<file path="src/udma_consts.svh">
// Constants for the UART DMA ready signalling block
// How it works
// FIFO mode: select bit picks DMA type
// Non-FIFO mode forces DMA mode 0
// Mode 0 single transfer, mode 1 burst
// Mode 0: rx request low when data held
// Mode 0: rx request high when empty
// Mode 1: rx request at trigger or timeout
// Mode 1: rx request held until empty
// Mode 1: tx request held until full
// Master reset forces serial output high
// Write taken when selected and either strobe
// Host uses one write strobe only
// Oscillator output inverts external clock input
// Sleep floats the oscillator output
// Read answered when selected and either strobe
// Mode 0: tx request low while empty
// Mode 1: tx request low while space
`ifndef UDMA_CONSTS_SVH
`define UDMA_CONSTS_SVH
`define UDMA_FIFO_EN_BIT   0
`define UDMA_DMA_MODE_BIT  3
`define UDMA_FCR_RESET     8'h00
`define UDMA_ADDR_FCR      3'h2
`define UDMA_ADDR_THR      3'h0
`define UDMA_FIFO_DEPTH    64
`define UDMA_RX_TRIGGER    8
`define UDMA_TIMEOUT_CYC   16'h0100
`define UDMA_HOLD_DEPTH    1
`define UDMA_HOLD_CYC      3'h4
`define UDMA_LINE_MARK     1'b1
`endif

</file>
<file path="src/udma_pkg.sv">
// Package with shared types for the UART DMA ready block
package udma_pkg;
	typedef enum logic [1:0] {
		UDMA_IDLE  = 2'h0,
		UDMA_STRB  = 2'h1,
		UDMA_HOLD  = 2'h3
	} udma_bus_state_t;
endpackage

</file>
<file path="src/udma_if.sv">
// Interface joining the UART device end to its host end
`timescale 1ns/1ps
interface udma_if;
	logic       sel;
	logic       wr_n;
	logic       wr;
	logic       rd_n;
	logic       rd;
	logic [2:0] addr;
	logic [7:0] wdata;
	logic [7:0] rdata;
	logic       rdata_oe;
	logic       rx_dma_request_n;
	logic       tx_dma_request_n;
	modport device (input sel, wr_n, wr, rd_n, rd, addr, wdata,
		output rdata, rdata_oe, rx_dma_request_n, tx_dma_request_n);
	modport host (output sel, wr_n, wr, rd_n, rd, addr, wdata,
		input rdata, rdata_oe, rx_dma_request_n, tx_dma_request_n);
endinterface

</file>
<file path="src/udma_device.sv">
// UART device end: write/read strobes, DMA request lines, tx idle, oscillator pin
`timescale 1ns/1ps
`include "udma_consts.svh"
module udma_device import udma_pkg::*; #(
	parameter int DEPTH   = `UDMA_FIFO_DEPTH,
	parameter int TRIGGER = `UDMA_RX_TRIGGER
) (
	// Clock and reset
	input  wire logic       mclk,
	input  wire logic       rst,
	// Host bus
	udma_if.device          bus,
	// Receiver side: received characters arrive, time-out event
	input  wire logic       rx_char_valid,
	input  wire logic [7:0] rx_char,
	input  wire logic       rx_timeout,
	// Transmitter side: serializer takes a character
	input  wire logic       tx_char_taken,
	output logic            tx_serial,
	// Oscillator and sleep
	input  wire logic       osc_in,
	input  wire logic       sleep_mode,
	output logic            osc_out,
	output logic            osc_out_oe,
	// Written character seen by the transmitter
	output logic [7:0]      tx_char
);
	localparam int CW = $clog2(DEPTH + 1);
	////////////////////////////////////////////////////////////////////////////////
	// Synchronise strobes and the external clock pin
	logic [1:0] wr_n_s, wr_s, rd_n_s, rd_s, sel_s, osc_s, sleep_s;
	always_ff @(posedge mclk) begin
		wr_n_s  <= {wr_n_s[0], bus.wr_n};
		wr_s    <= {wr_s[0], bus.wr};
		rd_n_s  <= {rd_n_s[0], bus.rd_n};
		rd_s    <= {rd_s[0], bus.rd};
		sel_s   <= {sel_s[0], bus.sel};
		osc_s   <= {osc_s[0], osc_in};
		sleep_s <= {sleep_s[0], sleep_mode};
	end
	// Address and data settle well before the strobe, so a plain two-stage copy is safe
	logic [2:0] addr_s0, addr_s1;
	logic [7:0] wdata_s0, wdata_s1;
	always_ff @(posedge mclk) begin
		addr_s0  <= bus.addr;
		addr_s1  <= addr_s0;
		wdata_s0 <= bus.wdata;
		wdata_s1 <= wdata_s0;
	end
	////////////////////////////////////////////////////////////////////////////////
	// Shared decode and occupancy arithmetic
	function automatic logic addr_hit(input logic [2:0] a, input logic [2:0] want);
		return a == want;
	endfunction
	function automatic logic [CW-1:0] store_limit(input logic fifo_on);
		return fifo_on ? CW'(DEPTH) : CW'(`UDMA_HOLD_DEPTH);
	endfunction
	function automatic logic [CW-1:0] next_count(input logic [CW-1:0] cnt, input logic push,
		input logic pop);
		return cnt + CW'(push) - CW'(pop);
	endfunction
	// Either strobe polarity works; the host leaves the other idle
	logic wr_act, rd_act, wr_act_d, rd_act_d, wr_pulse, rd_pulse;
	assign wr_act = sel_s[1] & (~wr_n_s[1] | wr_s[1]);
	assign rd_act = sel_s[1] & (~rd_n_s[1] | rd_s[1]);
	always_ff @(posedge mclk) begin
		if (rst) begin
			wr_act_d <= 1'b0;
			rd_act_d <= 1'b0;
		end else begin
			wr_act_d <= wr_act;
			rd_act_d <= rd_act;
		end
	end
	assign wr_pulse = wr_act & ~wr_act_d;
	assign rd_pulse = rd_act & ~rd_act_d;
	////////////////////////////////////////////////////////////////////////////////
	// FIFO control register
	logic [7:0] fifo_control_reg;
	logic       fifo_enable_bit, dma_mode_select_bit, mode1;
	always_ff @(posedge mclk) begin
		if (rst)
			fifo_control_reg <= `UDMA_FCR_RESET;
		else if (wr_pulse && addr_hit(addr_s1, `UDMA_ADDR_FCR))
			fifo_control_reg <= wdata_s1;
	end
	assign fifo_enable_bit     = fifo_control_reg[`UDMA_FIFO_EN_BIT];
	assign dma_mode_select_bit = fifo_control_reg[`UDMA_DMA_MODE_BIT];
	// Non-FIFO mode ignores the select bit
	assign mode1 = fifo_enable_bit & dma_mode_select_bit;
	////////////////////////////////////////////////////////////////////////////////
	// Receive occupancy and data store; holding register is a depth of one
	logic [7:0]    rx_mem [DEPTH];
	logic [CW-1:0] rx_cnt, rx_lim;
	logic [$clog2(DEPTH)-1:0] rx_wp, rx_rp;
	logic rx_push, rx_pop;
	assign rx_lim  = store_limit(fifo_enable_bit);
	// A full store drops the character; overrun reporting lives elsewhere
	assign rx_push = rx_char_valid && rx_cnt < rx_lim;
	assign rx_pop  = rd_pulse && addr_hit(addr_s1, `UDMA_ADDR_THR) && rx_cnt != '0;
	always_ff @(posedge mclk) begin
		if (rst)
			rx_cnt <= '0;
		else
			rx_cnt <= next_count(rx_cnt, rx_push, rx_pop);
	end
	always_ff @(posedge mclk) begin
		if (rst) begin
			rx_wp <= '0;
			rx_rp <= '0;
		end else begin
			if (rx_push)
				rx_wp <= rx_wp + 1'b1;
			if (rx_pop)
				rx_rp <= rx_rp + 1'b1;
		end
	end
	always_ff @(posedge mclk) begin
		if (rx_push)
			rx_mem[rx_wp] <= rx_char;
	end
	// Read data drives the bus only during a read
	always_ff @(posedge mclk) begin
		if (rst) begin
			bus.rdata    <= 8'h00;
			bus.rdata_oe <= 1'b0;
		end else begin
			bus.rdata_oe <= rd_act;
			if (rd_pulse)
				bus.rdata <= addr_hit(addr_s1, `UDMA_ADDR_THR) ? rx_mem[rx_rp] :
					fifo_control_reg;
		end
	end
	////////////////////////////////////////////////////////////////////////////////
	// Receive DMA request
	// Mode 1 latches low at trigger or time-out and lets go only when empty
	always_ff @(posedge mclk) begin
		if (rst)
			bus.rx_dma_request_n <= 1'b1;
		else if (!mode1)
			bus.rx_dma_request_n <= (rx_cnt == '0);
		else if (rx_cnt >= CW'(TRIGGER) || (rx_timeout && rx_cnt != '0))
			bus.rx_dma_request_n <= 1'b0;
		else if (rx_cnt == '0)
			bus.rx_dma_request_n <= 1'b1;
	end
	////////////////////////////////////////////////////////////////////////////////
	// Transmit occupancy and DMA request
	logic [7:0]    tx_mem [DEPTH];
	logic [CW-1:0] tx_cnt, tx_lim;
	logic [$clog2(DEPTH)-1:0] tx_wp, tx_rp;
	logic tx_push, tx_pop;
	assign tx_lim  = store_limit(fifo_enable_bit);
	// Writes into a full store are dropped silently
	assign tx_push = wr_pulse && addr_hit(addr_s1, `UDMA_ADDR_THR) && tx_cnt < tx_lim;
	assign tx_pop  = tx_char_taken && tx_cnt != '0;
	always_ff @(posedge mclk) begin
		if (rst)
			tx_cnt <= '0;
		else
			tx_cnt <= next_count(tx_cnt, tx_push, tx_pop);
	end
	always_ff @(posedge mclk) begin
		if (rst) begin
			tx_wp <= '0;
			tx_rp <= '0;
		end else begin
			if (tx_push)
				tx_wp <= tx_wp + 1'b1;
			if (tx_pop)
				tx_rp <= tx_rp + 1'b1;
		end
	end
	always_ff @(posedge mclk) begin
		if (tx_push)
			tx_mem[tx_wp] <= wdata_s1;
	end
	always_ff @(posedge mclk) begin
		if (rst)
			tx_char <= 8'h00;
		else
			tx_char <= tx_mem[tx_rp];
	end
	always_ff @(posedge mclk) begin
		if (rst)
			bus.tx_dma_request_n <= 1'b1;
		else if (!mode1)
			bus.tx_dma_request_n <= (tx_cnt != '0);
		else
			bus.tx_dma_request_n <= (tx_cnt == tx_lim);
	end
	////////////////////////////////////////////////////////////////////////////////
	// Serial output idles at mark; shifter lives elsewhere
	always_ff @(posedge mclk) begin
		if (rst)
			tx_serial <= `UDMA_LINE_MARK;
		else
			tx_serial <= `UDMA_LINE_MARK;
	end
	// Oscillator output; sampled copy, so it lags the pin by the synchroniser
	always_ff @(posedge mclk) begin
		if (rst) begin
			osc_out    <= 1'b1;
			osc_out_oe <= 1'b1;
		end else begin
			osc_out    <= ~osc_s[1];
			osc_out_oe <= ~sleep_s[1];
		end
	end
endmodule

</file>
<file path="src/flat_wrapper.sv">
// flat-port wrapper written by rule: the top's interface ports become plain ports
module udma_device_flat import udma_pkg::*;
#(
	parameter int DEPTH   = `UDMA_FIFO_DEPTH,
	parameter int TRIGGER = `UDMA_RX_TRIGGER
)
  (mclk, rst, rx_char_valid, rx_char, rx_timeout, tx_char_taken, tx_serial, osc_in, sleep_mode, osc_out, osc_out_oe, tx_char, bus_sel, bus_wr_n, bus_wr, bus_rd_n, bus_rd, bus_addr, bus_wdata, bus_rdata, bus_rdata_oe, bus_rx_dma_request_n, bus_tx_dma_request_n);
  udma_if bus_i ();
  input  wire logic mclk;
  input  wire logic rst;
  input  wire logic rx_char_valid;
  input  wire logic [7:0] rx_char;
  input  wire logic rx_timeout;
  input  wire logic tx_char_taken;
  output logic tx_serial;
  input  wire logic osc_in;
  input  wire logic sleep_mode;
  output logic osc_out;
  output logic osc_out_oe;
  output logic [7:0] tx_char;
  input wire logic [$bits(bus_i.sel)-1:0] bus_sel;
  input wire logic [$bits(bus_i.wr_n)-1:0] bus_wr_n;
  input wire logic [$bits(bus_i.wr)-1:0] bus_wr;
  input wire logic [$bits(bus_i.rd_n)-1:0] bus_rd_n;
  input wire logic [$bits(bus_i.rd)-1:0] bus_rd;
  input wire logic [$bits(bus_i.addr)-1:0] bus_addr;
  input wire logic [$bits(bus_i.wdata)-1:0] bus_wdata;
  output wire logic [$bits(bus_i.rdata)-1:0] bus_rdata;
  output wire logic [$bits(bus_i.rdata_oe)-1:0] bus_rdata_oe;
  output wire logic [$bits(bus_i.rx_dma_request_n)-1:0] bus_rx_dma_request_n;
  output wire logic [$bits(bus_i.tx_dma_request_n)-1:0] bus_tx_dma_request_n;
  assign bus_i.sel = bus_sel;
  assign bus_i.wr_n = bus_wr_n;
  assign bus_i.wr = bus_wr;
  assign bus_i.rd_n = bus_rd_n;
  assign bus_i.rd = bus_rd;
  assign bus_i.addr = bus_addr;
  assign bus_i.wdata = bus_wdata;
  assign bus_rdata = bus_i.rdata;
  assign bus_rdata_oe = bus_i.rdata_oe;
  assign bus_rx_dma_request_n = bus_i.rx_dma_request_n;
  assign bus_tx_dma_request_n = bus_i.tx_dma_request_n;
  udma_device #(.DEPTH(DEPTH), .TRIGGER(TRIGGER)) u_core (.mclk(mclk), .rst(rst), .bus(bus_i), .rx_char_valid(rx_char_valid), .rx_char(rx_char), .rx_timeout(rx_timeout), .tx_char_taken(tx_char_taken), .tx_serial(tx_serial), .osc_in(osc_in), .sleep_mode(sleep_mode), .osc_out(osc_out), .osc_out_oe(osc_out_oe), .tx_char(tx_char));
endmodule
</file>
<file path="config.mk">
export PLATFORM = sky130hd
export DESIGN_NAME = udma_device_flat
export DESIGN_NICKNAME = d
export VERILOG_FILES = /design/src/udma_pkg.sv /design/src/udma_if.sv /design/src/udma_device.sv /design/src/flat_wrapper.sv
export VERILOG_INCLUDE_DIRS = /design/src
export SDC_FILE = /design/constraint.sdc
export NUM_CORES = 1
export LEC_CHECK = 0
export BUFFER_PORTS_ARGS = -buffer_cell sky130_fd_sc_hd__buf_2
export CORE_ASPECT_RATIO = 0.9
export CORE_MARGIN = 3
export CORE_UTILIZATION = 25
export DETAILED_ROUTE_END_ITERATION = 12
export GPL_TIMING_DRIVEN = 0
export SYNTH_ARGS = -nofsm -noshare
export SYNTH_HDL_FRONTEND = slang
export SYNTH_SLANG_ARGS = --single-unit
</file>
<file path="constraint.sdc">
create_clock -name mclk -period 3.46 [get_ports mclk]
set_input_delay 0.519 -clock mclk [delete_from_list [all_inputs] [get_ports mclk]]
set_output_delay 0.519 -clock mclk [all_outputs]
set_load 0.005 [all_outputs]
</file>
==> results of run 1 <==
cells in the mapped netlist, types with 4 or more instances:
library cell,instances
buf_4,17
a311oi_1,7
o22a_1,7
o21bai_1,7
clkbuf_1,42
a211oi_1,11
ha_1,34
edfxtp_1,1024
mux2i_1,105
nand3b_1,13
buf_2,38
mux4_1,5
mux4_2,228
nand2b_1,12
inv_1,28
o21ai_1,14
nor2_1,199
xnor2_1,13
nor2b_1,20
a221oi_1,11
nor4_1,7
a2111oi_0,4
buf_1,13
and2_1,17
buf_6,12
a21oi_1,38
or3_1,6
nand4_1,13
nand3_1,19
o21ai_0,5
dfxtp_1,110
nor3_1,19
a22oi_1,40
a31oi_1,6
o22ai_1,22
nand2_1,55
xor2_1,13
cell type report:
cell class | count | area [sq um]
Fill cell | 16900 | 122000
Sequential cell | 1134 | 33000
Multi-Input combinational cell | 987 | 10600
Clock buffer | 165 | 3230
Tap cell | 2278 | 2850
Timing Repair Buffer | 95 | 738
Buffer | 122 | 676
Clock inverter | 55 | 495
Inverter | 28 | 105
through the flow:
step | TNS [ns] | setup slack, ns | hold WS [ns] | instance area [sq um] | util (%)
6_report | -0.122 | -0.0499 | 0.126 | 51600 | 29.7
5_1_grt | -17.88 | -0.202 | 0.0808 | 51600 | 29.7
4_1_cts | -13.73 | -0.218 | 0.0509 | 51300 | 29.5
3_5_place_dp | -26.62 | -0.182 | 0.312 | 47200 | 27.1
3_3_place_gp | -12.83 | -0.168 | 0.310 | 47000 | 27.0
2_1_floorplan | 0 | 0.451 | 0.310 | 43900 | -
worst paths after layout:
path	start	to	slack, ns	depth (start not counted)
worst max-delay path	u_core.fifo_control_reg[0]	u_core.tx_mem[14][2]	-0.05	8
worst min-delay path	rx_timeout	u_core.bus.rx_dma_request_n	0.13	4
worst max register to register	u_core.fifo_control_reg[0]	u_core.tx_mem[14][2]	-0.05	8
worst min register to register	u_core.wdata_s0[7]	u_core.wdata_s1[7]	0.33	0
cells by family after synthesis:
group,after synthesis
flops,1134
simple gates,400
mux,339
compound gates,185
buf+inv,151
fa+ha+maj,36
xor+xnor,26
other cells,1
worst min-delay path, delay by kind of cell:
kind / cells / cell delay [ns]
AOI/OAI and AO/OA: 2 / 0.17
and+or+nand+nor: 1 / 0.04
buffers and inverters: 1 / 0.09
layer usage:
layer | up-vias | routed length [um] | track usage [%]
li1 | 9611 | - | -
met3 | 183 | 7010 | 2.51
met4 | 0 | 2740 | 3.45
met5 | - | 0 | 0
met2 | 780 | 51100 | 18.7
met1 | 11600 | 45900 | 15.8
where the power goes:
part           leakage, nW  internal, W  total, W  switching (W)
Clock                 1.80      0.00683    0.0121        0.00531
Sequential            10.1       0.0151    0.0153       0.000146
Combinational         3.66      0.00156   0.00362        0.00206
Total                 15.6       0.0235    0.0310        0.00752
timing repair:
item	4_1_cts	5_1_grt
setup endpoints to repair	513	794
endpoints found under the hold margin	18	0
hold buffers	18	0
gates cloned	0	0
buffers inserted	3	15
pin swaps	1	3
gates resized for setup	70	52
==> flow_metrics.tcl, run 1 <==
set metrics [dict create \
    outcome "finished with violations" \
    violations "setup timing" \
    cts_tree "yes" \
    synth_nets 2339 \
    diodes 0 \
    synth_edf_count 1024 \
    std_cell_rows 145 \
    post-synth-top-area-fraction_pct 70.0 \
    grt-ovfl-total 0 \
    final_cell_mix "1024 x edfxtp_1, 228 x mux4_2, 118 x clkbuf_16" \
    synth_top_cell_by_area "edfxtp_1" \
    cp_data_arrival_time_ns 3.84 \
    setup_viol 8 \
    path_clk_slew_ns 0.06 \
    io_buffers 51 \
    period_share_pct 101 \
    synth-seq-area-share_pct 75.0 \
    die-width_um 448 \
    max_stage_delay_ns 0.97 \
    via_per_inst 4.55 \
    final.setup.worst_slack_ns -0.0499 \
    syn_to_final_growth_pct 17.5 \
    synthCells 2272 \
    clock_latency_ns 0.75 \
    dpl.cell_count 4609 \
    nets 2550 \
    synth_ff_type "edfxtp_1" \
    dieArea_sq_um 181000 \
    grt_pass1_vias 22500 \
    synth_top_family_by_area "multiplexers" \
    fmax_ghz 0.285 \
    track_usage_pct 11.6 \
    antenna_found_initial 7 \
    grt_pass1_wl_um 155000 \
    cts_buffers 115 \
    layout-drive-gt1-share_pct 25.2 \
    finClkSkew_ns 0.0495 \
    core_sq_um 174000 \
    ys.warnings.count 0 \
    vdd_drop_max_v 0.000437 \
    layout_min_cycle_time_ns 3.51 \
    vias 22200 \
    drt_pass1_iterations 6 \
    slew-limit-headroom_pct 10.9 \
    synth_mux_area_share_pct 14.4 \
    cp_slowest_cell "nor2_1" \
    ys_async_sr_fraction_pct 0 \
    final_common_cell "edfxtp_1" \
    clockBufferDepth 3 \
    synthTopCellsByArea "edfxtp_1 70%, mux4_2 12%, dfxtp_1 5.0%, mux2i_1 2.4%, nor2_1 1.7%" \
    hold_violations 0 \
    required_ns 3.79 \
    cp.buffers_inverters 2 \
    ctsRootBufferMaster "clkbuf_16" \
    synth-simple-area-share_pct 4.28 \
    rsz0062_at_grt "yes" \
    critPathLaunchType "flip-flop" \
    leakage_nw 15.6 \
    cp_max_fo 8 \
    maxCapViolations 0 \
    worst_setup_path_end_kind "flip-flop" \
    drt-total-wl_um 107000 \
    reg_top3 "u_core.rx_mem (512), u_core.tx_mem (512)" \
    path_cells "inv_1, ha_1, o21ai_1, and3_1, buf_2, and2_1, nand3b_1, nor2_1" \
    ioPinCount 53 \
    critPathTopFamily "simple AND/OR/NAND/NOR gates" \
    cts.sinks 1134 \
    grt_max_degree 65 \
    yosysUniqueCellTypes 61 \
    drt_drc_violations_left 0 \
    place_congestion 0.851 \
    hpwl_um 69100 \
    wl_per_cell_um 21.9 \
    synth_compound_area_share_pct 2.91 \
    h-tree-depth 3 \
    hold_path.class "primary input to flip-flop" \
    drtAntennaViolNets 0 \
    initial_core_util_pct 25.2 \
    syn-cell-area_sq_um 43900 \
    tightestPinTransition_ns 1.34 \
    power.density_nw_per_um2 601 \
    fp.dieH_um 404 \
    ys_ff_latch 1134 \
    p_total_w 0.0310 \
    final_cell_count_no_fill 4864 \
    slew_viol_final 0 \
    synth_fa_ha_area_share_pct 1.06 \
    synth_xor_xnor_area_share_pct 0.519 \
    crit_type "flip-flop to flip-flop" \
    drtIter0Drc 2137 \
    syn_avg_cell_area_sq_um 19.3 \
]
(Power assumes the default switching activity.)
==> inputs of run 2 (changes only) <==
CORE_UTILIZATION = 40   (was 25)
==> run 2 against run 1 <==
  * The flow still finishes with violations (setup timing)
  * Critical path depth shrank 1
  * Via count rose by 2.0%
  * Sequential share of layout area increased by 1.4 points
  * Die area down 37%
  * Clock power hardly changed
  * Cell area is 2.1% lower
  * First-iteration DRC count grew 26%
  * Total power rose by 0.35%
  * Combinational power rose by 2%
  * Largest cell class unchanged
==> flow_metrics.tcl, run 2 (synthesis gave the netlist of run 1 again) <==
set metrics [dict create \
    outcome "finished with violations" \
    violations "setup timing" \
    grt_pass1_wl_um 156000 \
    ctsRootBufferMaster "clkbuf_16" \
    antenna_found_initial 2 \
    drt_drc_violations_left 0 \
    cp_slowest_cell "nor2_1" \
    required_ns 3.78 \
    maxCapViolations 0 \
    dieArea_sq_um 114000 \
    h-tree-depth 3 \
    internal_power_w 0.0238 \
    multi_input_area_sq_um 10500 \
    hpwl_um 69600 \
    slew_viol_final 0 \
    initial_core_util_pct 40.6 \
    tightestPinTransition_ns 1.36 \
    fin_tns_setup_ns -0.353 \
    worst_setup_path_end_kind "flip-flop" \
    rsz0062_at_grt "yes" \
    wl_per_cell_um 26.5 \
    grt_pass1_vias 22900 \
    cts.sinks 1134 \
    swShare_pct 23.7 \
    leakage_nw 15.5 \
    drtAntennaViolNets 0 \
    final_common_cell "edfxtp_1" \
    layout_min_cycle_time_ns 3.50 \
    path_cells "inv_1, ha_1, o21ai_1, and3_1, buf_2, nand4_1, nor2_1" \
    layout-drive-gt1-share_pct 25.6 \
    vdd_drop_max_v 0.000590 \
    dpl.cell_count 3782 \
    fp.dieH_um 320 \
    cp_max_fo 10 \
    syn_to_final_growth_pct 15.0 \
    hold_path.class "primary input to flip-flop" \
    clockBufferDepth 3 \
    grt_max_degree 65 \
    cts_buffers 111 \
    cts_tree "yes" \
    finish.utilization_pct 46.7 \
    critPathTopFamily "simple AND/OR/NAND/NOR gates" \
    place_area_sq_um 46200 \
    fillCellCount 9060 \
    place_congestion 0.968 \
    io_buffers 51 \
    vias 22600 \
    max_stage_delay_ns 0.98 \
    drt_pass1_iterations 6 \
    drtIter0Drc 2689 \
    netSwitchingPower_w 0.00738 \
    finalInstanceArea_sq_um 50500 \
    ioPinCount 53 \
    clock_latency_ns 0.70 \
    setup_viol 14 \
    std_cell_rows 114 \
    core_sq_um 108000 \
    fmax_ghz 0.286 \
    period_share_pct 101 \
    path_clk_slew_ns 0.06 \
    track_usage_pct 18.6 \
    critPathLaunchType "flip-flop" \
    slew-limit-headroom_pct 9.21 \
    p_clk_share_pct 39.2 \
    drt-total-wl_um 107000 \
    via_per_inst 5.62 \
    grt-ovfl-total 0 \
    crit_type "flip-flop to flip-flop" \
    cp.buffers_inverters 2 \
    reg_top3 "u_core.rx_mem (512), u_core.tx_mem (512)" \
    pre_cts_slack_ns -0.296 \
    final_cell_count_no_fill 4018 \
    hold_violations 0 \
    p_comb_share_pct 11.8 \
    die-width_um 355 \
    final_cell_mix "1024 x edfxtp_1, 228 x mux4_2, 111 x clkbuf_16" \
    p_seq_share_pct 49.0 \
    nets 2541 \
    regArea_sq_um 33000 \
    power.density_nw_per_um2 617 \
    finClkSkew_ns 0.0298 \
    final.setup.worst_slack_ns -0.0404 \
    cp_data_arrival_time_ns 3.82 \
]
-- run 2: what timing repair did --
action                                  CTS  global route
endpoints found under the hold margin    18             0
setup buffers                             3             8
endpoints found under the setup margin  524           701
pin swaps                                 3             0
resized for setup                        59            61
hold buffers                             18             0
-- run 2: final cells by class --
cell class	count	area share, %
flip-flops and latches	1134	65.3
diodes	1	0.00495
plain buffers	122	1.34
inverters	28	0.208
well taps	1450	3.59
clock buffers	143	5.90
clock inverters	63	1.45
repair buffers	90	1.44
multi-input cells	987	20.8
-- run 2: worst min-delay path, delay by kind of cell --
kind                   cells  cell delay (ns)
AOI/OAI and AO/OA          2             0.19
buffers and inverters      1             0.09
and+or+nand+nor            1             0.04
-- run 2: final timing paths --
path | start | endpoint | slack [ns] | cells past startpoint
worst max-delay path | u_core.fifo_control_reg[0] | u_core.tx_mem[47][7] | -0.04 | 7
worst min-delay path | rx_timeout | u_core.bus.rx_dma_request_n | 0.20 | 4
worst max register to register | u_core.fifo_control_reg[0] | u_core.tx_mem[47][7] | -0.04 | 7
worst min register to register | u_core.wdata_s0[1] | u_core.wdata_s1[1] | 0.32 | 0
-- run 2: metal layers --
layer	vias up	GRT usage, %	share of wire [%]
met5	-	0	0
met3	176	4.63	8.3
met1	11900	27.2	44
met2	941	28.1	46
li1	9556	-	-
met4	0	4.69	2.3
-- run 2: per-stage QoR --
step | total power, W | hold slack [ns]
final | 0.0311 | 0.200
after floorplan | 0.0179 | 0.310
after global placement | 0.0190 | 0.310
after global routing | 0.0322 | 0.183
after detailed placement | 0.0191 | 0.314
after CTS | 0.0313 | 0.145
-- run 2: power by group through the flow --
stage | clock network [W] | logic (W) | registers, W
after detailed placement | 0 | 0.00356 | 0.0156
after global routing | 0.0129 | 0.00395 | 0.0153
after floorplan | 0 | 0.00234 | 0.0155
after CTS | 0.0124 | 0.00362 | 0.0153
after global placement | 0 | 0.00343 | 0.0156
final | 0.0122 | 0.00368 | 0.0153
==> inputs of run 3 (changes only) <==
SETUP_SLACK_MARGIN = 0.4   (was default)
==> run 3 against run 2 <==
  * The flow now finishes without violations
  * Via count is 1.0% higher
  * Die area stayed put
  * Register-to-register slack better by 0.39 ns
  * Count of clock-buffer cells in the layout stayed put
  * Critical path depth is 1 higher
  * Utilization is 1.0 points higher
  * Cell count is 1.3% higher
  * Combinational power is 16% higher
  * Clock skew is 0.0027 ns lower
  * Largest power group unchanged
==> flow_metrics.tcl, run 3 (synthesis gave the netlist of run 1 again) <==
set metrics [dict create \
    hpwl_um 69600 \
    grt_pass1_vias 23200 \
    die-width_um 355 \
    io_buffers 51 \
    vdd_drop_max_v 0.000649 \
    grt-ovfl-total 0 \
    period_share_pct 89.9 \
    cts_tree "yes" \
    syn_to_final_growth_pct 17.6 \
    fillCellCount 8929 \
    maxCapViolations 0 \
    multi_input_area_sq_um 11100 \
    rrSetupSlack_ns 0.35 \
    place_congestion 0.968 \
    nets 2595 \
    vias 22800 \
    drtIter0Drc 2491 \
    finClkSkew_ns 0.0270 \
    initial_core_util_pct 40.6 \
    hold_violations 0 \
    final_common_cell "edfxtp_1" \
    diodes 0 \
    hold_path.class "primary input to flip-flop" \
    drt_drc_violations_left 0 \
    r2r_start "u_core.fifo_control_reg[0]" \
    clock_latency_ns 0.69 \
    clockBufferDepth 3 \
    min_to "u_core.bus.rx_dma_request_n" \
    dieArea_sq_um 114000 \
    reg_top3 "u_core.rx_mem (512), u_core.tx_mem (512)" \
    setup_viol 0 \
    worstRegToRegCells 8 \
    tightestPinTransition_ns 1.34 \
    critPathLaunchType "flip-flop" \
    drt-total-wl_um 107000 \
    regArea_sq_um 33000 \
    drtAntennaViolNets 0 \
    antenna_found_initial 2 \
    final_cell_mix "1024 x edfxtp_1, 228 x mux4_2, 111 x clkbuf_16" \
    grt_pass1_wl_um 157000 \
    std_cell_rows 114 \
    rsz0062_at_grt "yes" \
    core_sq_um 108000 \
    ioPinCount 53 \
    ctsRootBufferMaster "clkbuf_16" \
    fmax_ghz 0.322 \
    track_usage_pct 18.8 \
    h-tree-depth 3 \
    crit_type "flip-flop to flip-flop" \
    cp_data_arrival_time_ns 3.42 \
    grt_max_degree 65 \
    via_per_inst 5.61 \
    cp_max_fo 8 \
    layout_min_cycle_time_ns 3.11 \
    worstHoldStart "rx_timeout" \
    cts_buffers 111 \
    layout-drive-gt1-share_pct 29.7 \
    path_clk_slew_ns 0.06 \
    cts.sinks 1134 \
    slew-limit-headroom_pct 10.8 \
    required_ns 3.77 \
    wl_per_cell_um 26.3 \
    fin_tns_setup_ns 0 \
    leakage_nw 15.9 \
    drt_pass1_iterations 8 \
    outcome "completed" \
    worst_setup_path_end_kind "flip-flop" \
    rr_endpoint "u_core.tx_mem[36][3]" \
    slew_viol_final 0 \
    power.density_nw_per_um2 615 \
    pre_cts_slack_ns -0.296 \
    final.setup.worst_slack_ns 0.351 \
    fp.dieH_um 320 \
    hold_path_depth 4 \
]
run 3: cell types whose count changed in the layout (fill, tap and decap cells not counted), sizes merged:
cell / before / now
buf: 153 / 200
clkbuf: 184 / 191
diode: 1 / 0
run 3: per-stage QoR:
stage                     util, %  cells  cell area, sq um  total power (W)  hold slack [ns]
after floorplan                 -   2272             43900           0.0179            0.310
after global placement       42.5   3773             46000           0.0190            0.310
after detailed placement     42.7   3782             46200           0.0191            0.314
after CTS                    47.1   4054             51000           0.0317            0.145
after global routing         47.8   4071             51600           0.0328            0.183
final                        47.8   4071             51600           0.0317            0.200
run 3: metal layers:
| metal | part of all wire (%) | vias up | wire, um | track usage, % |
|---|---|---|---|---|
| met5 | 0 | - | 0 | 0 |
| met4 | 2.1 | 0 | 2280 | 4.55 |
| met3 | 8.8 | 166 | 9460 | 4.76 |
| met2 | 46 | 954 | 49200 | 28.5 |
| met1 | 43 | 12000 | 46300 | 27.2 |
| li1 | - | 9683 | - | - |
run 3: worst max-delay path, stage by stage, from the launching register on:
cell and delay, ns:
dfxtp_2 0.38, inv_1 0.11, ha_1 0.32, o21ai_1 0.08, and3_1 0.17, buf_2 0.25, and2_1 0.23, nand2_1 0.52
nor2_2 0.66
run 3: final cells by class:
type                            count  share of cell area (%)
Inverter                           28                   0.208
Clock inverter                     63                    1.42
Tap cell                         1450                    3.51
Multi-Input combinational cell    987                    21.4
Timing Repair Buffer              143                    2.38
Buffer                            123                    1.42
Sequential cell                  1134                    63.8
Clock buffer                      143                    5.77
run 3: worst max-delay path by stage:
| stage | from | endpoint | slack (ns) | cells past startpoint |
|---|---|---|---|---|
| floorplan | u_core.rx_cnt[4] | u_core.rx_cnt[6] | 0.45 | 14 |
| global placement | u_core.rx_cnt[1] | u_core.rx_mem[2][2] | -0.17 | 9 |
| detailed placement | u_core.rx_cnt[1] | u_core.rx_mem[9][7] | -0.30 | 9 |
| CTS | u_core.fifo_control_reg[0] | u_core.tx_mem[32][7] | 0.007 | 8 |
| global route | u_core.fifo_control_reg[0] | u_core.tx_mem[36][5] | 0.20 | 8 |
| finish | u_core.fifo_control_reg[0] | u_core.tx_mem[36][3] | 0.35 | 8 |
run 3: power breakdown:
| group | internal, W | total (W) | switching (W) |
|---|---|---|---|
| registers | 0.0151 | 0.0153 | 0.000146 |
| clock network | 0.00707 | 0.0122 | 0.00513 |
| logic | 0.00196 | 0.00427 | 0.00231 |
run 3: what timing repair did:
item	CTS	global route
hold buffers	18	0
endpoints found under the hold margin	18	0
gates resized for setup	159	125
setup buffers	48	16
endpoints found under the setup margin	949	745
pin swaps	14	22
